<file path="src/logic/scst_cfg.svh">
// constants for the sample capture serial transmitter
`ifndef SCST_CFG_SVH
`define SCST_CFG_SVH
`define SCST_CFG_RESET 8'h00
`define SCST_BIT_RATE 0
`define SCST_BIT_SIZE 1
`define SCST_BIT_GAP 2
`define SCST_BIT_SET_LO 3
`define SCST_BIT_SET_HI 4
`define SCST_BIT_POL 5
`define SCST_SET_FULL 2'h0
`define SCST_SET_VI 2'h1
`define SCST_SET_PWR 2'h2
`define SCST_CLK_NS 10
`define SCST_SCLK_FAST_NS 125
`define SCST_SCLK_SLOW_NS 250
`define SCST_SCLK_FAST_CYC (`SCST_SCLK_FAST_NS / `SCST_CLK_NS)
`define SCST_SCLK_SLOW_CYC (`SCST_SCLK_SLOW_NS / `SCST_CLK_NS)
`define SCST_GAP_SCLK 7
`define SCST_SAMPLE_US 125
`define SCST_LIMIT_FAST (`SCST_SAMPLE_US * 1000 / `SCST_SCLK_FAST_NS)
`define SCST_LIMIT_SLOW (`SCST_SAMPLE_US * 1000 / `SCST_SCLK_SLOW_NS)
`define SCST_ZERO_IDX 6
`define SCST_PWR_FIRST 7
`define SCST_LAST_FULL 15
`endif

</file>
<file path="src/logic/scst_pkg.sv">
// types of the sample capture serial transmitter
package scst_pkg;
	typedef enum logic [1:0] {
		SCST_IDLE = 2'b00,
		SCST_SHIFT = 2'b01,
		SCST_GAP = 2'b10
	} scst_state_t;
endpackage

</file>
<file path="src/logic/scst_tx.sv">
// sample capture serial transmitter: config register and shift engine
// Overview of operation
// RQ1: code 10 sends nine power words: apparent, active, reactive, phases A-C.
// RQ2: code 11 behaves exactly like code 00, full word set.
// RQ3: polarity bit 5 low: select active low, high while idle.
// RQ4: polarity bit 5 high: select active high, low while idle.
// RQ5: select stays asserted for the whole transfer including gaps.
// RQ6: config bits 7 and 6 have no effect on transmission.
// RQ7: gap bit clear: one bit per falling clock edge, no pauses.
// RQ8: gap bit set, 32-bit packages: 7 idle clocks after each word.
// RQ9: gap bit set, 8-bit packages: 7 idle clocks after each byte.
// RQ10: transfer shorter than 125 us starts every 8 kHz sample cycle.
// RQ11: longer transfer sends only in first of two sample cycles.
// RQ12: config bit 0 picks 8 MHz (0) or 4 MHz (1) serial clock.
// RQ13: bit 1 picks 32/8-bit packages; samples sign-extended, MSB first.
// RQ14: code 00 six samples, zero word, nine powers; 01 six plus zero.
// RQ15: port idle after reset until enabled, and only with I2C host.
`include "scst_cfg.svh"
module scst_tx (
	input wire logic clk,
	input wire logic reset,
	input wire logic clk_en,
	input wire logic cfg_wr_en,
	input wire logic [7:0] cfg_wr_data,
	output logic [7:0] cfg_rd_data,
	input wire logic capture_port_enable,
	input wire logic i2c_host_selected,
	input wire logic sample_update,
	input wire logic [23:0] phase_a_current_sample,
	input wire logic [23:0] phase_a_voltage_sample,
	input wire logic [23:0] phase_b_current_sample,
	input wire logic [23:0] phase_b_voltage_sample,
	input wire logic [23:0] phase_c_current_sample,
	input wire logic [23:0] phase_c_voltage_sample,
	input wire logic [23:0] phase_a_apparent_power,
	input wire logic [23:0] phase_b_apparent_power,
	input wire logic [23:0] phase_c_apparent_power,
	input wire logic [23:0] phase_a_active_power,
	input wire logic [23:0] phase_b_active_power,
	input wire logic [23:0] phase_c_active_power,
	input wire logic [23:0] phase_a_reactive_power,
	input wire logic [23:0] phase_b_reactive_power,
	input wire logic [23:0] phase_c_reactive_power,
	output logic capture_serial_clock,
	output logic capture_data_out,
	output logic capture_select_out,
	output logic capture_select_active
);
	// serial clock lengths in system cycles
	localparam logic [4:0] FAST_CYC = 5'(`SCST_SCLK_FAST_CYC);
	localparam logic [4:0] SLOW_CYC = 5'(`SCST_SCLK_SLOW_CYC);

	logic [7:0] capture_port_config_reg;
	logic [23:0] word_reg [0:15];
	scst_pkg::scst_state_t state_reg;
	logic [4:0] div_reg;
	logic [4:0] period_reg;
	logic [4:0] bit_idx_reg;
	logic [3:0] word_idx_reg;
	logic [3:0] last_word_reg;
	logic [2:0] gap_cnt_reg;
	logic gap_en_reg;
	logic size8_reg;
	logic [31:0] shift_reg;
	logic phase_reg;
	logic data_reg;
	logic sclk_reg;
	logic sel_reg;
	logic port_on;
	logic long_xfer;
	logic start;
	logic period_end;
	logic boundary;
	logic [1:0] set_sel;
	logic last_bit;
	logic leave_shift;
	logic gap_done;

	// reserved code 11 folds onto 00, so only three sets exist
	function automatic logic [1:0] set_of(input logic [7:0] c);
		set_of = c[`SCST_BIT_SET_HI:`SCST_BIT_SET_LO]; // RQ6
		if (set_of == 2'h3)
			set_of = `SCST_SET_FULL; // RQ2
	endfunction

	// serial clocks needed for one transfer under a setting
	function automatic logic [11:0] xfer_sclk(input logic [7:0] c);
		logic [11:0] words;
		logic [11:0] pkgs;
		words = 12'd16;
		pkgs = 12'd0;
		case (set_of(c))
			`SCST_SET_VI: words = 12'd7;
			`SCST_SET_PWR: words = 12'd9;
			default: words = 12'd16;
		endcase
		pkgs = c[`SCST_BIT_SIZE] ? 12'(words * 12'd4) : words;
		xfer_sclk = 12'(words * 12'd32);
		if (c[`SCST_BIT_GAP])
			xfer_sclk = 12'(xfer_sclk + (pkgs - 12'd1) * 12'(`SCST_GAP_SCLK));
	endfunction

	// the port only runs with the I2C host; the flag itself lives upstream
	assign port_on = capture_port_enable & i2c_host_selected; // RQ15
	assign set_sel = set_of(capture_port_config_reg);
	// limit is 125 us expressed in serial clocks at the chosen rate
	assign long_xfer = capture_port_config_reg[`SCST_BIT_RATE] ?
		(xfer_sclk(capture_port_config_reg) > 12'(`SCST_LIMIT_SLOW)) :
		(xfer_sclk(capture_port_config_reg) > 12'(`SCST_LIMIT_FAST));
	// a sample update that finds the port busy is skipped
	assign start = sample_update & port_on &
		(state_reg == scst_pkg::SCST_IDLE) &
		(~long_xfer | ~phase_reg); // RQ10 RQ11
	assign period_end = (div_reg == period_reg - 5'd1);
	// package edge: every byte in 8-bit mode, else every word
	assign boundary = gap_en_reg &
		(size8_reg ? (bit_idx_reg[2:0] == 3'h7) : (bit_idx_reg == 5'd31));
	// period that closes the transfer, or one followed by a gap
	assign last_bit = (bit_idx_reg == 5'd31) && (word_idx_reg == last_word_reg);
	assign leave_shift = last_bit | boundary;
	assign gap_done = (gap_cnt_reg == 3'(`SCST_GAP_SCLK - 1));
	assign cfg_rd_data = capture_port_config_reg;
	assign capture_serial_clock = sclk_reg;
	assign capture_data_out = data_reg;
	assign capture_select_out = sel_reg;
	assign capture_select_active = (state_reg != scst_pkg::SCST_IDLE);

	// configuration byte; all eight bits read back
	always_ff @(posedge clk) begin
		if (reset)
			capture_port_config_reg <= `SCST_CFG_RESET;
		else if (clk_en && cfg_wr_en)
			capture_port_config_reg <= cfg_wr_data;
	end

	// sample cycle parity, restarted whenever the port is off
	always_ff @(posedge clk) begin
		if (reset)
			phase_reg <= 1'b0;
		else if (clk_en) begin
			if (!port_on)
				phase_reg <= 1'b0;
			else if (sample_update)
				phase_reg <= ~phase_reg; // RQ11
		end
	end

	// snapshot of all words at start so a long transfer stays coherent
	always_ff @(posedge clk) begin
		if (reset) begin
			for (int i = 0; i < 16; i++)
				word_reg[i] <= 24'h000000;
		end else if (clk_en && start) begin
			word_reg[0] <= phase_a_current_sample; // RQ14
			word_reg[1] <= phase_a_voltage_sample;
			word_reg[2] <= phase_b_current_sample;
			word_reg[3] <= phase_b_voltage_sample;
			word_reg[4] <= phase_c_current_sample;
			word_reg[5] <= phase_c_voltage_sample;
			word_reg[`SCST_ZERO_IDX] <= 24'h000000;
			word_reg[7] <= phase_a_apparent_power; // RQ1
			word_reg[8] <= phase_b_apparent_power;
			word_reg[9] <= phase_c_apparent_power;
			word_reg[10] <= phase_a_active_power;
			word_reg[11] <= phase_b_active_power;
			word_reg[12] <= phase_c_active_power;
			word_reg[13] <= phase_a_reactive_power;
			word_reg[14] <= phase_b_reactive_power;
			word_reg[15] <= phase_c_reactive_power;
		end
	end

	// serial clock divider; low half first so data changes on the fall
	always_ff @(posedge clk) begin
		if (reset) begin
			div_reg <= 5'd0;
			sclk_reg <= 1'b1;
		end else if (clk_en) begin
			if (state_reg != scst_pkg::SCST_IDLE && !start) begin
				div_reg <= period_end ? 5'd0 : 5'(div_reg + 5'd1);
				// clock rests high through gaps and after the last bit,
				// so the receiver never sees a stray falling edge
				if (period_end)
					sclk_reg <= (state_reg == scst_pkg::SCST_SHIFT) ?
						leave_shift : !gap_done; // RQ8 RQ9
				else
					sclk_reg <= (state_reg != scst_pkg::SCST_SHIFT) ||
						(div_reg + 5'd1 >= period_reg >> 1);
			end else begin
				div_reg <= 5'd0;
				sclk_reg <= ~start;
			end
		end
	end

	// transfer sequencer: words, packages and gaps
	always_ff @(posedge clk) begin
		if (reset) begin
			state_reg <= scst_pkg::SCST_IDLE;
			period_reg <= FAST_CYC;
			bit_idx_reg <= 5'd0;
			word_idx_reg <= 4'd0;
			last_word_reg <= 4'd0;
			gap_cnt_reg <= 3'd0;
			gap_en_reg <= 1'b0;
			size8_reg <= 1'b0;
		end else if (clk_en) begin
			if (start) begin
				state_reg <= scst_pkg::SCST_SHIFT;
				// rate, gap, size and word set are frozen for the whole transfer; polarity stays live
				period_reg <= capture_port_config_reg[`SCST_BIT_RATE] ?
					SLOW_CYC : FAST_CYC; // RQ12
				gap_en_reg <= capture_port_config_reg[`SCST_BIT_GAP]; // RQ7
				size8_reg <= capture_port_config_reg[`SCST_BIT_SIZE]; // RQ13
				bit_idx_reg <= 5'd0;
				word_idx_reg <= (set_sel == `SCST_SET_PWR) ?
					4'(`SCST_PWR_FIRST) : 4'd0; // RQ1
				last_word_reg <= (set_sel == `SCST_SET_VI) ?
					4'(`SCST_ZERO_IDX) : 4'(`SCST_LAST_FULL); // RQ14 RQ2
			end else if (!port_on) begin
				// disabling aborts at once and returns pins to idle
				state_reg <= scst_pkg::SCST_IDLE; // RQ15
			end else if (period_end) begin
				case (state_reg)
					scst_pkg::SCST_SHIFT: begin
						bit_idx_reg <= 5'(bit_idx_reg + 5'd1);
						if (bit_idx_reg == 5'd31)
							word_idx_reg <= 4'(word_idx_reg + 4'd1);
						if (bit_idx_reg == 5'd31 && word_idx_reg == last_word_reg)
							state_reg <= scst_pkg::SCST_IDLE; // RQ5
						else if (boundary) begin
							state_reg <= scst_pkg::SCST_GAP; // RQ8 RQ9
							gap_cnt_reg <= 3'd0;
						end
					end
					scst_pkg::SCST_GAP: begin
						gap_cnt_reg <= 3'(gap_cnt_reg + 3'd1);
						if (gap_cnt_reg == 3'(`SCST_GAP_SCLK - 1))
							state_reg <= scst_pkg::SCST_SHIFT; // RQ8 RQ9
					end
					default: state_reg <= scst_pkg::SCST_IDLE;
				endcase
			end
		end
	end

	// data line: next bit placed at the start of each shift period
	always_ff @(posedge clk) begin
		if (reset) begin
			shift_reg <= 32'h00000000;
			data_reg <= 1'b1;
		end else if (clk_en) begin
			if (start) begin
				shift_reg <= 32'h00000000;
				data_reg <= 1'b1;
			end else if (state_reg == scst_pkg::SCST_SHIFT && div_reg == 5'd0) begin
				if (bit_idx_reg == 5'd0) begin
					// sign extension of the 24-bit sample, MSB first
					data_reg <= word_reg[word_idx_reg][23]; // RQ13 RQ7
					shift_reg <= {{8{word_reg[word_idx_reg][23]}},
						word_reg[word_idx_reg]} << 1;
				end else begin
					data_reg <= shift_reg[31]; // RQ7
					shift_reg <= shift_reg << 1;
				end
			end else if (state_reg == scst_pkg::SCST_IDLE)
				data_reg <= 1'b1;
		end
	end

	// select pin follows the busy state in the chosen polarity
	always_ff @(posedge clk) begin
		if (reset)
			sel_reg <= 1'b1;
		else if (clk_en) begin
			if (capture_port_config_reg[`SCST_BIT_POL])
				sel_reg <= start | capture_select_active; // RQ4 RQ5
			else
				sel_reg <= ~(start | capture_select_active); // RQ3 RQ5
		end
	end
endmodule // scst_tx

</file>
<file path="config.mk">
export PLATFORM = sky130hd
export DESIGN_NAME = scst_tx
export DESIGN_NICKNAME = d
export VERILOG_FILES = /design/src/logic/scst_pkg.sv /design/src/logic/scst_tx.sv
export VERILOG_INCLUDE_DIRS = /design/src /design/src/logic
export SDC_FILE = /design/constraint.sdc
export NUM_CORES = 1
export LEC_CHECK = 0
export CAP_MARGIN = 20
export CORE_AREA = 2 2 184 186
export DETAILED_ROUTE_END_ITERATION = 8
export DIE_AREA = 0 0 186 188
export DONT_BUFFER_PORTS = 1
export MAX_ROUTING_LAYER = met4
export PLACE_DENSITY = 0.84
export SLEW_MARGIN = 15
export SYNTH_ARGS = -nofsm -noshare
export SYNTH_HDL_FRONTEND = slang
export SYNTH_SLANG_ARGS = --single-unit
</file>
<file path="constraint.sdc">
create_clock -name clk -period 16.45 [get_ports clk]
set_input_delay 3.29 -clock clk [delete_from_list [all_inputs] [get_ports clk]]
set_output_delay 3.29 -clock clk [all_outputs]
set_load 0.02 [all_outputs]
</file>
# --- After elaboration in Yosys (flattened, before gate mapping) ---
# Memories as Yosys holds them, arrays and structs flattened. A register that Yosys moved wholly into a read port is not among the register bits.
# Index checks and enable logic that the tools add are counted.
word_totals:
  mem_count: 1
  out_inout_bits: 12
  elab_cells: 165
  inputBits: 375
  regBits: 74
  ramBits: 384
mem_list:
  columns: ["memory", "words", "width", "rd", "rd_ports_with_merged_regs", "wr", "line_no", "source"]
  rows:
  - ["word_reg", 16, 24, 1, 1, 16, "scst_tx.sv:54", "logic [23:0] word_reg [0:15];"]
classes:
  order_cmp: 3
  multipliers: 1
  n_reduce_logical: 27
  bitwise_logic: 28
  n_eq_ne: 17
  n_mux: 66
  addsub: 7
op_table:
  columns: ["op", "n"]
  rows:
  - ["two-way mux 24 bit", 16]
  - ["two-way mux 32 bit", 3]
  - ["two-way mux 5 bit", 7]
  - ["two-way mux 4 bit", 8]
  - ["two-way mux 12 bit", 2]
  - ["bitwise OR 1 bit", 19]
  - ["two-way mux 1 bit", 17]
  - ["two-way mux 2 bit", 7]
  - ["nonzero test 2 bit", 7]
  - ["adder 12 bit", 1]
  - ["greater-than comparator 12 x 10 -> 1 bit, second input constant", 1]
  - ["greater-than comparator 12 x 9 -> 1 bit, second input constant", 1]
  - ["multiplier 12 x 3 -> 12 bit, second input constant", 1]
  - ["subtractor 12 x 1 -> 12 bit, second input constant", 1]
  - ["adder 5 x 1 -> 5 bit, second input constant", 2]
  - ["zero test 5 bit", 2]
  - ["one-hot mux 5 bit (2 select lines)", 1]
  - ["two-way mux 3 bit", 3]
  - ["AND reduction 2 bit", 4]
  - ["AND reduction 4 bit", 2]
  - ["AND reduction 7 bit", 1]
  - ["equality test 2 bit, second input constant", 3]
  - ["equality test 3 bit, second input constant", 2]
  - ["inequality test 2 bit, second input constant", 3]
  - ["other kinds (22)", 35]

# --- Logic depth before layout (Yosys ltp) ---
# Gate-level depths: netlist (run 1).
depth:
  ltp_word: 19
  depth_mapped: 23
  depth_no_buf: 18

# --- Worst setup path after synthesis (run 1) ---
# Ideal clock, no wire load.
synth_path:
  path_kind: "flip-flop to flip-flop"
  start: "register capture_port_config_reg[3], in the netlist cfg_rd_data[3]"
  end: "memory word_reg[0][0] (enable)"
  t_required_ps: 15638
  period_less_slack_ps: 14414
  stages_incl_launch_ff: 17
  setup_time_ps: 812
  n_path_buf: 2
  setup_slack_ps: 2036
  t_arrival_ps: 13602
  cell_sequence: "dfxtp_1 inv_1 ha_1 buf_2 inv_1 clkbuf_1 nand2_1 nor4_1 ha_1 fa_1 ha_1 nand2_1 o211a_1 o21a_1 o31ai_1 a31oi_1 o21ai_2"
synth_rtl:
  columns: ["item", "line_no", "source"]
  rows:
  - ["start: declaration", "scst_tx.sv:53", "logic [7:0] capture_port_config_reg;"]
  - ["start signal: assignment", "scst_tx.sv:131", "capture_port_config_reg <= `SCST_CFG_RESET;"]
  - ["start signal: assignment", "scst_tx.sv:133", "capture_port_config_reg <= cfg_wr_data;"]
  - ["end: declaration", "scst_tx.sv:54", null]

# --- Worst setup path after layout (run 1) ---
layout_path:
  start: "register capture_port_config_reg[3], in the netlist cfg_rd_data[3]"
  end: "register period_reg[0]"
layout_via:
  elab_chain_cells: 15
  word_cells_on_any_way: 17
  cone_classes: "add/sub: 2; mul: 1; order compare: 2; eq/ne: 3; mux: 5; bitwise: 3; reduce/logical: 1"
layout_rtl:
  columns: ["item", "line_no", "source"]
  rows:
  - ["equality test 2 bit", "scst_tx.sv:82", "if (set_of == 2'h3)"]
  - ["two-way mux 2 bit *", "scst_tx.sv:82", null]
  - ["equality test 2 bit / equality test 2 x 1 -> 1 bit (equally long branches)", "scst_tx.sv:92", "case (set_of(c))"]
  - ["one-hot mux 5 bit (2 select lines) *", "scst_tx.sv:92", null]
  - ["two-way mux 12 bit", "scst_tx.sv:97", "pkgs = c[`SCST_BIT_SIZE] ? 12'(words * 12'd4) : words;"]
  - ["subtractor 12 x 1 -> 12 bit", "scst_tx.sv:100", "xfer_sclk = 12'(xfer_sclk + (pkgs - 12'd1) * 12'(`SCST_GAP_SCLK));"]
  - ["multiplier 12 x 3 -> 12 bit", "scst_tx.sv:100", null]
  - ["adder 12 bit", "scst_tx.sv:100", null]
  - ["two-way mux 12 bit *", "scst_tx.sv:99", "if (c[`SCST_BIT_GAP])"]
  - ["greater-than comparator 12 x 10 -> 1 bit / greater-than comparator 12 x 9 -> 1 bit (equally long branches)", "scst_tx.sv:109, scst_tx.sv:108", null]
  - ["two-way mux 1 bit *", "scst_tx.sv:107", "assign long_xfer = capture_port_config_reg[`SCST_BIT_RATE] ?"]
  - ["inverter 1 bit *", "scst_tx.sv:113", "(~long_xfer | ~phase_reg);"]
  - ["bitwise OR 1 bit *", "scst_tx.sv:113", null]
  - ["AND 1 bit *", "scst_tx.sv:112", "(state_reg == scst_pkg::SCST_IDLE) &"]
  - ["AND reduction 2 bit (no line) *", null, null]
  - ["end signal: assignment", "scst_tx.sv:211", "period_reg <= capture_port_config_reg[`SCST_BIT_RATE] ?"]
  - ["end: declaration", "scst_tx.sv:57", "logic [4:0] period_reg;"]
# Mark *: on every way between the ends. The rest lies on a longest branch, timed or not.
# A chain may end at the register's enable or synchronous reset.

==> flow_results.org, run 1 <==
** Run status
- The run finished with clean final reports.

** Worst setup path
- CP Class :: flop to flop
- Slowest stage delay, CP :: about 0.7 ns
- Reg2Reg Depth :: 19
- The endpoint identified for the worst register-to-register timing path is period_reg[0].
- Critical register-to-register path startpoint :: cfg_rd_data[3]
- Kind of start point of the critical path :: flop
- Traced cell by cell, the critical path runs through inv_1 > ha_1 > inv_1 > nand2_1 > nor4_1 > ha_1 > fa_1 > ha_1 > a21oi_1 > o211a_1 > nor3_1 > o31ai_1 > a31oi_1 > buf_4 > o21ai_4 > buf_4 > buf_12 > buf_16 > a2bb2o_1.
- Required arrival time at the worst endpoint :: 16.87 ns
- CP dominant cell by count :: sky130_fd_sc_hd__ha_1
- For this design, the slowest cell found on the critical path is sky130_fd_sc_hd__nor4_1.
- In this run the worst path has a maximum fanout of 163.
- R2R Setup Slk :: 9.09 ns
- Crit. End Element :: flop
- STA puts the critical path data arrival time at 7.78 ns.

** Route
- Routed length per instance :: 23.8 um
- Via density :: roughly 6.3
- Router iterations before antenna repair :: 5
- The final layout contains routed wiring with a total length of about 46 mm.
- Remaining design rule violation count :: 0
- The detail route stage leaves a number of antenna-violating nets equal to 0.
- Detailed routing inserted a total of approximately 12000 vias.
- The detailed router finished its first iteration with just over 1000 violations.

** Yosys
- Sequential fraction of the synthesis area :: between 50% and 60%
- The number of nets in the synthesized netlist is 1898.
- Post-synth EDFFs :: 360
- Largest family of logic cells by synthesized area :: simple AND/OR/NAND/NOR gates
- Synth top area share :: approximately 52%
- Summing the areas of all compound-gate instances in the mapped netlist gives under 10% of the synthesized area.
- Combined area of all synthesized cells :: just over 20000 um^2
- Post-synthesis instance total :: between 1000 and 1500
- Average instance area after synthesis :: ~14 um^2
- Synthesized-area fraction occupied by and/or/nand/nor cells :: between 10% and 20%
- Counting flops and latches in the post-synthesis netlist gives around 430.
- The synthesized netlist devotes 2.64% of its cell area to adder and majority cells.
- By area the synthesized netlist is led by sky130_fd_sc_hd__edfxtp_1 (52%), sky130_fd_sc_hd__mux4_2 (10%), sky130_fd_sc_hd__dfxtp_1 (6.9%).
- The most used flip-flop cell after synthesis is sky130_fd_sc_hd__edfxtp_1.
- The portion of synthesized area spent on multiplexers is 13.0%.
- Summing the areas of all xor and xnor instances in the mapped netlist gives less than 1% of the synthesized area.
- Library cell with the largest summed area after synthesis :: sky130_fd_sc_hd__edfxtp_1
- Counting flops with an async set or reset pin after synthesis yields a share of 0%.
- Total of warnings raised by yosys :: 0
- Synthesis instantiated 75 different standard cells from the library.

** Power
- Summed over all cells, the static leakage comes to between 7 and 8 nW.
- Peak supply drop :: roughly 0.094 mV
- Power per Cell Area :: approximately 100 nW/um^2

** Clock network
- Number of gates resized after cts :: 0
- CTS saw approximately 430 sinks.
- CTS max path bufs :: 3
- Clock latency on the worst-skew pair, taken at its later pin, is about 0.54 ns.
- In this run the clock root is driven by a sky130_fd_sc_hd__clkbuf_16.
- In this run the post-CTS setup repair buffer count came out at 0.
- After clock tree synthesis, the clock-pin slew on the worst setup and hold paths is 0.06 ns.
- Level count of the clock H-tree :: 2
- Hold repair after CTS inserted 0 buffers.
- Buffers inserted during clock tree synthesis total 43.
- TritonCTS built the clock tree.

** GRT
- The first global-routing pass estimated approximately 69 mm of wire.
- The via count of the first global-routing pass is between 10000 and 15000.
- Entering global routing, the biggest net connects 220 pins.
- Sum of overflow across all layers after global routing :: 0
- Initial antenna violation count :: 20
- GRT Util Overall :: ~27%

** Placement
- At the end of routability-driven placement, the weighted congestion stood at about 0.86.
- Placed instance count :: around 1800
- The wire-length estimate of the detail-placed layout is 30.7 mm.
- Input and output buffers added on the ports amount to 0.
- The placed instances occupy a cell area of between 20000 and 25000 um^2.

** Layout
- Non-Filler Instances :: slightly below 2000
- Signed area change from the synthesized netlist to the final layout :: 7.69%
- Summing all non-filler instances in the final layout gives an area of around 22000 um^2.
- Final-layout fill cell count :: 2191
- Largest register FFs :: 360
- The post-route netlist has 14.5% of its cells at a drive strength greater than 1.
- Number of nets in the layout :: 1854

** Floorplanning
- Core Footprint :: about 33000 um^2
- I/O pin count :: between 300 and 400
- Die width :: ~190 um
- Initial Util :: between 60 and 70%
- The die covers ~35000 um^2.
- The floorplan step set the die height to 188 um.
- After floorplanning, the core was divided into 67 placement rows.

** Worst hold path
- End of the worst hold path :: shift_reg[1]
- The tightest min-delay check is of the flop to flop type.
- In this run the most critical hold path is launched from shift_reg[1].
- Worst Hold Path Cells :: 1

** Timing
- Least-Margin Pin Slew :: between 1 and 1.5 ns
- The worst path in the final design needs a cycle of between 7 and 8 ns, including I/O delays and setup.
- Achievable clock frequency :: 0.136 GHz
- Headroom to the max-slew limit came out at between 30% and 40%.
- Summed over all failing endpoints, the final setup total negative slack is 0 ns.
- Share of the clock period used by the worst path :: 44.8%
- The clock arrives with approximately 0.016 ns of skew.
- Final Setup Violations :: 0
- The max-slew violation count is 0.
- Setup repair after global routing missed its margin :: false
- The count of final hold-check violations came to 0.

** Flow run
- Max-cap violations in this run came to 0.
==> per-layer routing <==
layer	track usage, %	share of wire [%]	vias up
met5	-	0	-
met1	34.8	39	6057
met4	8.39	2.6	0
met3	4.86	7.4	81
met2	44.1	51	538
li1	-	-	5478
==> placed cells by master, fill, tap and decap left out, types with 7 or more instances in the layout <==
master / instances
sky130_fd_sc_hd__nand3_1: 27
sky130_fd_sc_hd__mux2_2: 25
sky130_fd_sc_hd__diode_2: 19
sky130_fd_sc_hd__fa_1: 8
sky130_fd_sc_hd__inv_1: 31
sky130_fd_sc_hd__o211ai_1: 8
sky130_fd_sc_hd__clkbuf_16: 43
sky130_fd_sc_hd__and2_1: 218
sky130_fd_sc_hd__clkbuf_1: 16
sky130_fd_sc_hd__nand2b_1: 7
sky130_fd_sc_hd__a22o_1: 27
sky130_fd_sc_hd__nand2_1: 42
sky130_fd_sc_hd__buf_4: 12
sky130_fd_sc_hd__ha_1: 31
sky130_fd_sc_hd__xnor2_1: 8
sky130_fd_sc_hd__o21ai_0: 19
sky130_fd_sc_hd__a21oi_1: 54
sky130_fd_sc_hd__nor2_1: 28
sky130_fd_sc_hd__clkinv_1: 7
sky130_fd_sc_hd__clkinv_2: 9
sky130_fd_sc_hd__dfxtp_1: 68
sky130_fd_sc_hd__o2bb2ai_1: 31
sky130_fd_sc_hd__nor4_1: 8
sky130_fd_sc_hd__mux4_2: 96
sky130_fd_sc_hd__edfxtp_1: 360
sky130_fd_sc_hd__nor3_1: 11
sky130_fd_sc_hd__nor2b_1: 146
sky130_fd_sc_hd__mux2i_1: 25
==> layout make-up <==
| cell class | count | area (um^2) | share of cell area (%) |
|---|---|---|---|
| multi-input combinational | 914 | 7900 | 35.3 |
| sequential | 432 | 12300 | 54.9 |
| clock inverter | 18 | 118 | 0.526 |
| antenna | 19 | 47.5 | 0.213 |
| tap | 448 | 561 | 2.51 |
| inverter | 33 | 124 | 0.554 |
| clock buffer | 60 | 1150 | 5.14 |
| timing repair buffer | 16 | 193 | 0.862 |
==> worst max-delay path by stage <==
stage | from | endpoint | slack (ns) | cells after the start
6_report | cfg_rd_data[3] | period_reg[0] | 9.09 | 19
5_1_grt | cfg_rd_data[3] | period_reg[0] | 8.60 | 19
4_1_cts | cfg_rd_data[3] | period_reg[0] | 9.28 | 18
3_5_place_dp | cfg_rd_data[3] | period_reg[0] | 9.27 | 18
3_3_place_gp | cfg_rd_data[3] | word_reg[10][12] | 9.54 | 17
2_1_floorplan | cfg_rd_data[3] | word_reg[0][0] | 2.04 | 16
==> synth_stat cells (29+ instances only) <==
cell / instances
sky130_fd_sc_hd__a21oi_1: 54
sky130_fd_sc_hd__and2_1: 218
sky130_fd_sc_hd__clkbuf_1: 42
sky130_fd_sc_hd__dfxtp_1: 72
sky130_fd_sc_hd__edfxtp_1: 360
sky130_fd_sc_hd__ha_1: 31
sky130_fd_sc_hd__inv_1: 31
sky130_fd_sc_hd__mux4_2: 96
sky130_fd_sc_hd__nand2_1: 42
sky130_fd_sc_hd__nor2_1: 29
sky130_fd_sc_hd__nor2b_1: 146
sky130_fd_sc_hd__o2bb2ai_1: 31
==> power by group <==
group	leakage [nW]	total (W)	switching (W)	internal, W
Combinational	2.75	0.000144	0.0000810	0.0000628
Sequential	4.32	0.00126	0.0000212	0.00124
Clock	0.618	0.000901	0.000396	0.000504
Total	7.69	0.00231	0.000499	0.00181
==> worst max-delay path: cells and delay by family, from the launching register on <==
kind | cells | cell delay (ns)
fa+ha+maj | 4 | 1.72
compound gates | 6 | 1.42
buf+inv | 6 | 2.19
flops | 1 | 0.51
simple gates | 3 | 1.03
==> metrics by stage <==
stage | hold slack (ns) | power (W) | worst slack, ns | util, %
CTS | 0.465 | 0.00232 | 9.28 | 67.1
finish | 0.461 | 0.00231 | 9.09 | 67.5
global placement | 0.444 | 0.00142 | 9.54 | 63.3
floorplan | 0.432 | 0.00141 | 2.04 | -
global route | 0.474 | 0.00238 | 8.60 | 67.5
detailed placement | 0.448 | 0.00143 | 9.27 | 63.3
==> cell families (layout without fill, tap and decap cells) <==
kind of cell               after synthesis  in the layout
and+or+nand+nor                        515            515
DFF                                    432            432
AOI/OAI and AO/OA                      201            201
muxes                                  146            146
buffers and inverters                  138            127
adders and majority gates               39             39
xor gates and xnor gates                13             13
other                                    0             19
Note: power is estimated with default switching activity, not from simulation.
==> run 2, diff against run 1 <==
Clock period 16.45 ns to 7.5 ns, I/O delays scaled along.
==> run 2 against run 1 <==
Compared with the run above:
- count of clock-buffer cells in the layout rose by 3
- sequential power rose by 120%
- sequential cell count did not move
- utilization rose by 0.46 points
- worst hold slack improved by 0.0030 ns
- combinational power rose by 120%
- wire length fell by 0.40%
- maximum frequency rose by 23%
==> flow_results.org, run 2 (synthesis results as in run 1) <==
** Clock network
- Cts hold-fix bufs :: 0
- CTS saw ~430 sinks.
- After clock tree synthesis, the clock-pin slew on the worst setup and hold paths is ~0.060 ns.
- The clock reaches the later pin of the worst-skew pair after ~0.55 ns.
- Number of buffers created by CTS :: 44
- The clock tree synthesis step divided the H-tree into 2 levels.
- Setup bufs post-CTS :: 0
- CTS max path bufs :: 3
- Number of gates resized after cts :: 0
- TritonCTS clock tree :: yes
- In this run the clock root is driven by a sky130_fd_sc_hd__clkbuf_16.

** Timing
- Largest clock skew in the final design :: ~0.019 ns
- Hold Violations, Final :: 0
- Smallest hold slack :: 0.464 ns
- Based on the critical path, the design can be clocked at up to approximately 0.17 GHz.
- Setup total negative slack on the finished layout was measured at 0 ns.
- Count of final max-slew check failures :: 0
- The clock period could shrink to approximately 6 ns.
- Headroom to the max-slew limit came out at around a third.
- Share of the clock period used by the worst path :: between 70% and 80%
- Setup violations remaining at the end of the flow were counted as 0.
- Least-Margin Pin Slew :: approximately 1 ns
- Across all setup checks in the final design, the least slack found is approximately 1.5 ns.
- Setup repair after global routing left no endpoint under its margin.

** Power
- Standby leakage power :: a little under 8 nW
- Gate power share :: under 10%
- Peak supply drop :: around 0.19 mV
- Per report_power, the clock group accounts for between 40% and 50% of the total.
- The internal portion of the total power is approximately 0.0040 W.
- Net switching is 21.6% of the power.
- For this design the ratio of total power to cell area is 229 nW/um^2.
- Sequential cells burn a little over half of the power.
- Summed over all nets, the switching power comes to roughly 0.0011 W.

** Flow run
- Max Cap Violations :: 0

** GRT
- Number of global-route vias before repair :: ~12000
- Maximum number of pins on one net before global-route repair :: ~190
- Initial antenna violation count :: 34
- The first global-routing pass estimated 68.6 mm of wire.
- Summed over all layers, the global routing overflow is 0.
- GRT Util Overall :: a little over a quarter

** Layout
- The finished cells cover approximately 23000 um^2.
- Most common library cell in the layout ignoring fill and taps :: sky130_fd_sc_hd__edfxtp_1
- Highest-count cells in the layout ignoring fill and taps :: sky130_fd_sc_hd__edfxtp_1 (360), sky130_fd_sc_hd__and2_1 (218), sky130_fd_sc_hd__nor2b_1 (146), sky130_fd_sc_hd__mux4_2 (96), sky130_fd_sc_hd__dfxtp_1 (66)
- The finished layout holds 1956 standard cells, fillers aside.
- Share of post-route cells with drive strength above 1 :: about 16%
- From synthesis to final layout, the design area changed by 8.43%.
- Summing all multi-input logic gate instances after layout gives ~8000 um^2.
- Final-layout fill cell count :: 2183
- Seq. cell area :: 12300 um^2
- The register with the most flip-flops in the layout has 360 of them.
- The final layout contains 1853 nets.

** Route
- Dividing the detail-routed wire length by the instance count gives approximately 23 um.
- Remaining design rule violation count :: 0
- Total vias in the final route :: around 12000
- After detailed routing, the number of vias per cell comes to between 6 and 7.
- After the first detailed-routing iteration, the DRC count stood at about 1200.
- The count of nets left with antenna violations once routing finished came out at 0.
- The pre-antenna-repair detailed-routing pass consisted of 6 iterations.
- Final WL :: between 40 and 50 mm

** Worst setup path
- On the worst path, the slowest cell contributes a delay of 0.67 ns.
- The kind of cell with the highest combined delay along the critical path is adder cells.
- CP Class :: flop to flop
- CP Max Fanout :: 134
- At the worst endpoint, the arrival time is between 6 and 7 ns.
- The setup check on the worst reg-to-reg path leaves a slack of 1.53 ns.
- Crit. End Element :: flop
- STA classifies the critical path startpoint as a flop.
- List of cells traversed by the critical path :: inv_1 > ha_1 > nor2_2 > nand4_2 > inv_1 > fa_1 > inv_1 > fa_1 > inv_1 > ha_1 > nand2_1 > o31ai_4 > xor2_1 > a31oi_2 > o21ai_4 > buf_12 > buf_12
- For the worst setup path, the data required time is between 7 and 8 ns.
- Cell at the slowest stage of the critical path :: sky130_fd_sc_hd__ha_1
- The cell that appears most often on the critical path is sky130_fd_sc_hd__inv_1.
- Number of buffers and inverters on the critical path :: 6

** Floorplanning
- Once the floorplan was initialized, standard cells occupied ~63% of the core.
- Die Footprint :: 35000 um^2
- The initialized floorplan defines 67 standard-cell rows.
- The die is ~190 um wide.
- The core region is roughly 33000 um^2.
- I/O pin count :: 387
- Die H :: 188 um

** Placement
- The placed instances occupy a cell area of approximately 21000 um^2.
- After detailed placement, the design holds a cell count of approximately 1800.
- Final weighted congestion in routability-driven placement :: a little under 0.9
- During placement, the flow inserted port buffers numbering 0.
- OpenSTA, run right after detailed placement, puts the worst setup slack at between 1.5 and 2 ns.
- Sum of net half-perimeters after detailed placement :: between 30 and 40 mm

** Run status
- The flow ran to the end, and the final reports show no timing, DRC or antenna violations.

** Worst hold path
- The worst hold path belongs to the class flop to flop.
==> run 2: cell types whose count changed in the layout (fill, tap and decap cells not counted), moves of 3 or more <==
cell                       previous run  this run
sky130_fd_sc_hd__buf_16               3         0
sky130_fd_sc_hd__clkbuf_1            16        13
sky130_fd_sc_hd__diode_2             19        34
sky130_fd_sc_hd__clkbuf_8             1         6
==> run 2: power groups by stage <==
stage / combinational, W / sequential [W] / clock (W)
floorplan: 0.000265 / 0.00282 / 0
global placement: 0.000306 / 0.00281 / 0
detailed placement: 0.000314 / 0.00282 / 0
CTS: 0.000316 / 0.00277 / 0.00210
global route: 0.000347 / 0.00278 / 0.00219
finish: 0.000314 / 0.00277 / 0.00207
==> run 2: worst paths after layout <==
path / depth (start not counted) / start / to
worst max-delay path: 17 / cfg_rd_data[4] / word_reg[8][18]
worst min-delay path: 1 / shift_reg[10] / shift_reg[10]
worst max register to register: 17 / cfg_rd_data[4] / word_reg[8][18]
worst min register to register: 1 / shift_reg[10] / shift_reg[10]
==> run 2: routing by layer <==
metal  vias up  part of all wire [%]  track usage (%)
li1       5501                     -                -
met1      5983                    38             33.2
met2       502                    52             45.1
met3        89                   7.4             5.96
met4         0                   2.6             8.54
met5         -                     0                -
==> run 2: area by class of cell <==
cell class	instances	share of cell area [%]
sequential	432	54.5
multi-input combinational	914	35.3
clock buffer	63	5.48
tap	448	2.49
timing repair buffer	14	0.634
clock inverter	18	0.600
inverter	33	0.562
antenna	34	0.378
==> run 2: per-stage QoR <==
| stage | util (%) | total power [W] |
|---|---|---|
| 2_1_floorplan | - | 0.00308 |
| 3_3_place_gp | 63.6 | 0.00312 |
| 3_5_place_dp | 63.6 | 0.00313 |
| 4_1_cts | 67.7 | 0.00519 |
| 5_1_grt | 68.0 | 0.00532 |
| 6_report | 68.0 | 0.00516 |
==> run 3, diff against run 2 <==
Clock period 7.5 ns to 5.7 ns, I/O delays scaled along.
==> run 3 against run 2 <==
Compared with the run above:
- combinational power rose by 38%
- non-clock buffer count rose by 15
- sequential cell count did not move
- power rose by 36%
- worst setup slack got worse by 0.94 ns
- critical path depth rose by 1
- largest cell class unchanged
==> flow_results.org, run 3 (synthesis results as in run 1) <==
** Run status
- Run status :: finished clean

** Worst hold path
- Worst hold path type :: flop to flop
- Start point of the worst min-delay path :: shift_reg[1]

** Route
- Routed length per instance :: around 24 um
- Via density :: slightly above 6
- The count of nets left with antenna violations once routing finished came out at 0.
- Initial DRC count :: around 900
- Final WL :: about 47 mm
- After detailed routing, the number of remaining DRC violations is 0.
- Router iterations before antenna repair :: 5
- Total vias in the final route :: approximately 12000

** Layout
- Share of post-route cells with drive strength above 1 :: 16.6%
- Highest-count cells in the layout ignoring fill and taps :: sky130_fd_sc_hd__edfxtp_1 (360), sky130_fd_sc_hd__and2_1 (218), sky130_fd_sc_hd__nor2b_1 (146), sky130_fd_sc_hd__mux4_2 (96), sky130_fd_sc_hd__dfxtp_1 (66)
- Number of nets in the layout :: between 1500 and 2000
- Largest register FFs :: 360
- Signed area change from the synthesized netlist to the final layout :: 10.2%
- Post-Layout Inst Area :: around 23000 um^2
- Most common library cell in the layout ignoring fill and taps :: sky130_fd_sc_hd__edfxtp_1

** Timing
- Headroom to the max-slew limit came out at between 30% and 40%.
- The worst path in the final design needs a cycle of between 5 and 6 ns, including I/O delays and setup.
- Between clock sinks in the finished design, the worst skew comes to about 0.015 ns.
- Share of the clock period used by the worst path :: about 90%
- Slack of the critical path :: 0.595 ns
- At the pin with the least slew margin, the transition time is 1.01 ns.
- The count of final hold-check violations is 0.
- Setup repair after global routing left no endpoint under its margin.
- Final Setup Violations :: 0
- Count of final max-slew check failures :: 0
- Achievable clock frequency :: 0.196 GHz

** Floorplanning
- Die width :: 186 um
- Die H :: about 190 um
- Core Footprint :: approximately 33000 um^2
- The die covers 35000 um^2.
- Initial Util :: a little over three fifths
- Number of rows created at floorplan :: 67
- In this run the count of I/O pins placed on the die edge is 387.

** GRT
- Maximum number of pins on one net before global-route repair :: between 150 and 200
- GRT Util Overall :: between 20 and 30%
- Sum of overflow across all layers after global routing :: 0
- The first global-routing pass estimated between 70 and 80 mm of wire.
- Initial antenna violation count :: 38
- Number of global-route vias before repair :: about 12000

** Clock network
- Clock root buffer :: sky130_fd_sc_hd__clkbuf_16
- In this run the number of H-tree levels came out at 2.
- Clock-pin slew was measured on the worst setup and hold paths at about 0.060 ns.
- Number of gates resized after cts :: 0
- Clock latency reported for the late side of the worst-skew pair :: ~0.57 ns
- The clock drives between 400 and 500 sinks.
- Once the clock tree was built, the setup fixing pass inserted 0 buffers.
- Counting along the longest clock path gives a buffer depth of 3.
- Number of buffers created by CTS :: between 40 and 50
- TritonCTS built the clock tree.
- Buffers inserted to repair hold after CTS numbered 0.

** Worst setup path
- STA puts the critical path data required time at about 6 ns.
- STA classifies the critical path endpoint as a flop.
- In this run the critical register-to-register path is launched from cfg_rd_data[4].
- CP startpoint :: cfg_rd_data[4]
- Data arrival time of the worst path :: between 5 and 6 ns
- CP Class :: flop to flop
- CP Max Fanout :: 37
- The worst setup path is launched from a flop.

** Flow run
- The tool flagged a number of max-cap violations equal to 0.

** Placement
- Worst setup slack before clock tree synthesis :: 0.658 ns
- Final weighted congestion in routability-driven placement :: around 0.90
- Buffers placed on the I/O ports in this run total 0.
- Standard cell area after detailed placement :: 21300 um^2
- Sum of net half-perimeters after detailed placement :: between 30 and 40 mm

** Power
- Power per Cell Area :: between 300 and 400 nW/um^2
- The analysis attributes to cell leakage a power of just under 8 nW.
- Across the VDD grid, the largest voltage drop is a little over 0.3 mV.
-- run 3: cell type report --
cell class | count | area, um^2
antenna | 41 | 103
inverter | 33 | 126
multi-input combinational | 914 | 7950
sequential | 432 | 12300
tap | 448 | 561
clock buffer | 63 | 1300
fill | 2147 | 10200
clock inverter | 21 | 189
timing repair buffer | 29 | 368
-- run 3: report_power, final --
group,switching (W),internal (W)
Sequential,0.0000608,0.00358
Clock,0.00120,0.00173
Combinational,0.000237,0.000195
Total,0.00150,0.00551
-- run 3: per-stage QoR --
stage	util [%]	std cells	TNS, ns	hold slack, ns	power (W)
global route	69.1	1980	0	0.479	0.00723
detailed placement	64.2	1855	0	0.446	0.00414
finish	69.1	1981	0	0.462	0.00701
floorplan	-	1484	-1505.52	0.432	0.00406
CTS	68.7	1939	0	0.463	0.00706
global placement	64.2	1855	0	0.444	0.00412
-- run 3: path summary, 6_finish.rpt --
path,cells after the start,slack [ns],endpoint
max,18,0.59,word_reg[7][6]
min,1,0.46,shift_reg[1]
max reg2reg,18,0.59,word_reg[7][6]
min reg2reg,1,0.46,shift_reg[1]
-- run 3: layer usage --
metal  up-vias  routed length (um)  GRT usage (%)  part of all wire (%)
met5         -                   0              -                     0
met2       539               24100           44.7                    51
met4         0                1810           13.0                   3.8
met3       105                3810           6.53                   8.0
li1       5535                   -              -                     -
met1      6128               17800           34.3                    37
-- run 3: worst max-delay path, cell delays in order, from the launching register on --
cell	delay, ns
sky130_fd_sc_hd__dfxtp_4	0.39
sky130_fd_sc_hd__inv_1	0.08
sky130_fd_sc_hd__ha_2	0.53
sky130_fd_sc_hd__nand2b_1	0.23
sky130_fd_sc_hd__nor2_1	0.05
sky130_fd_sc_hd__a21oi_1	0.13
sky130_fd_sc_hd__o21ai_0	0.09
sky130_fd_sc_hd__o2bb2ai_1	0.14
sky130_fd_sc_hd__ha_1	0.30
sky130_fd_sc_hd__fa_1	0.44
sky130_fd_sc_hd__ha_1	0.34
sky130_fd_sc_hd__a21oi_1	0.20
sky130_fd_sc_hd__o211ai_1	0.12
sky130_fd_sc_hd__a31oi_1	0.30
sky130_fd_sc_hd__xor2_1	0.29
sky130_fd_sc_hd__a31oi_2	0.21
sky130_fd_sc_hd__o21ai_4	0.27
sky130_fd_sc_hd__buf_12	0.26
sky130_fd_sc_hd__buf_4	0.36
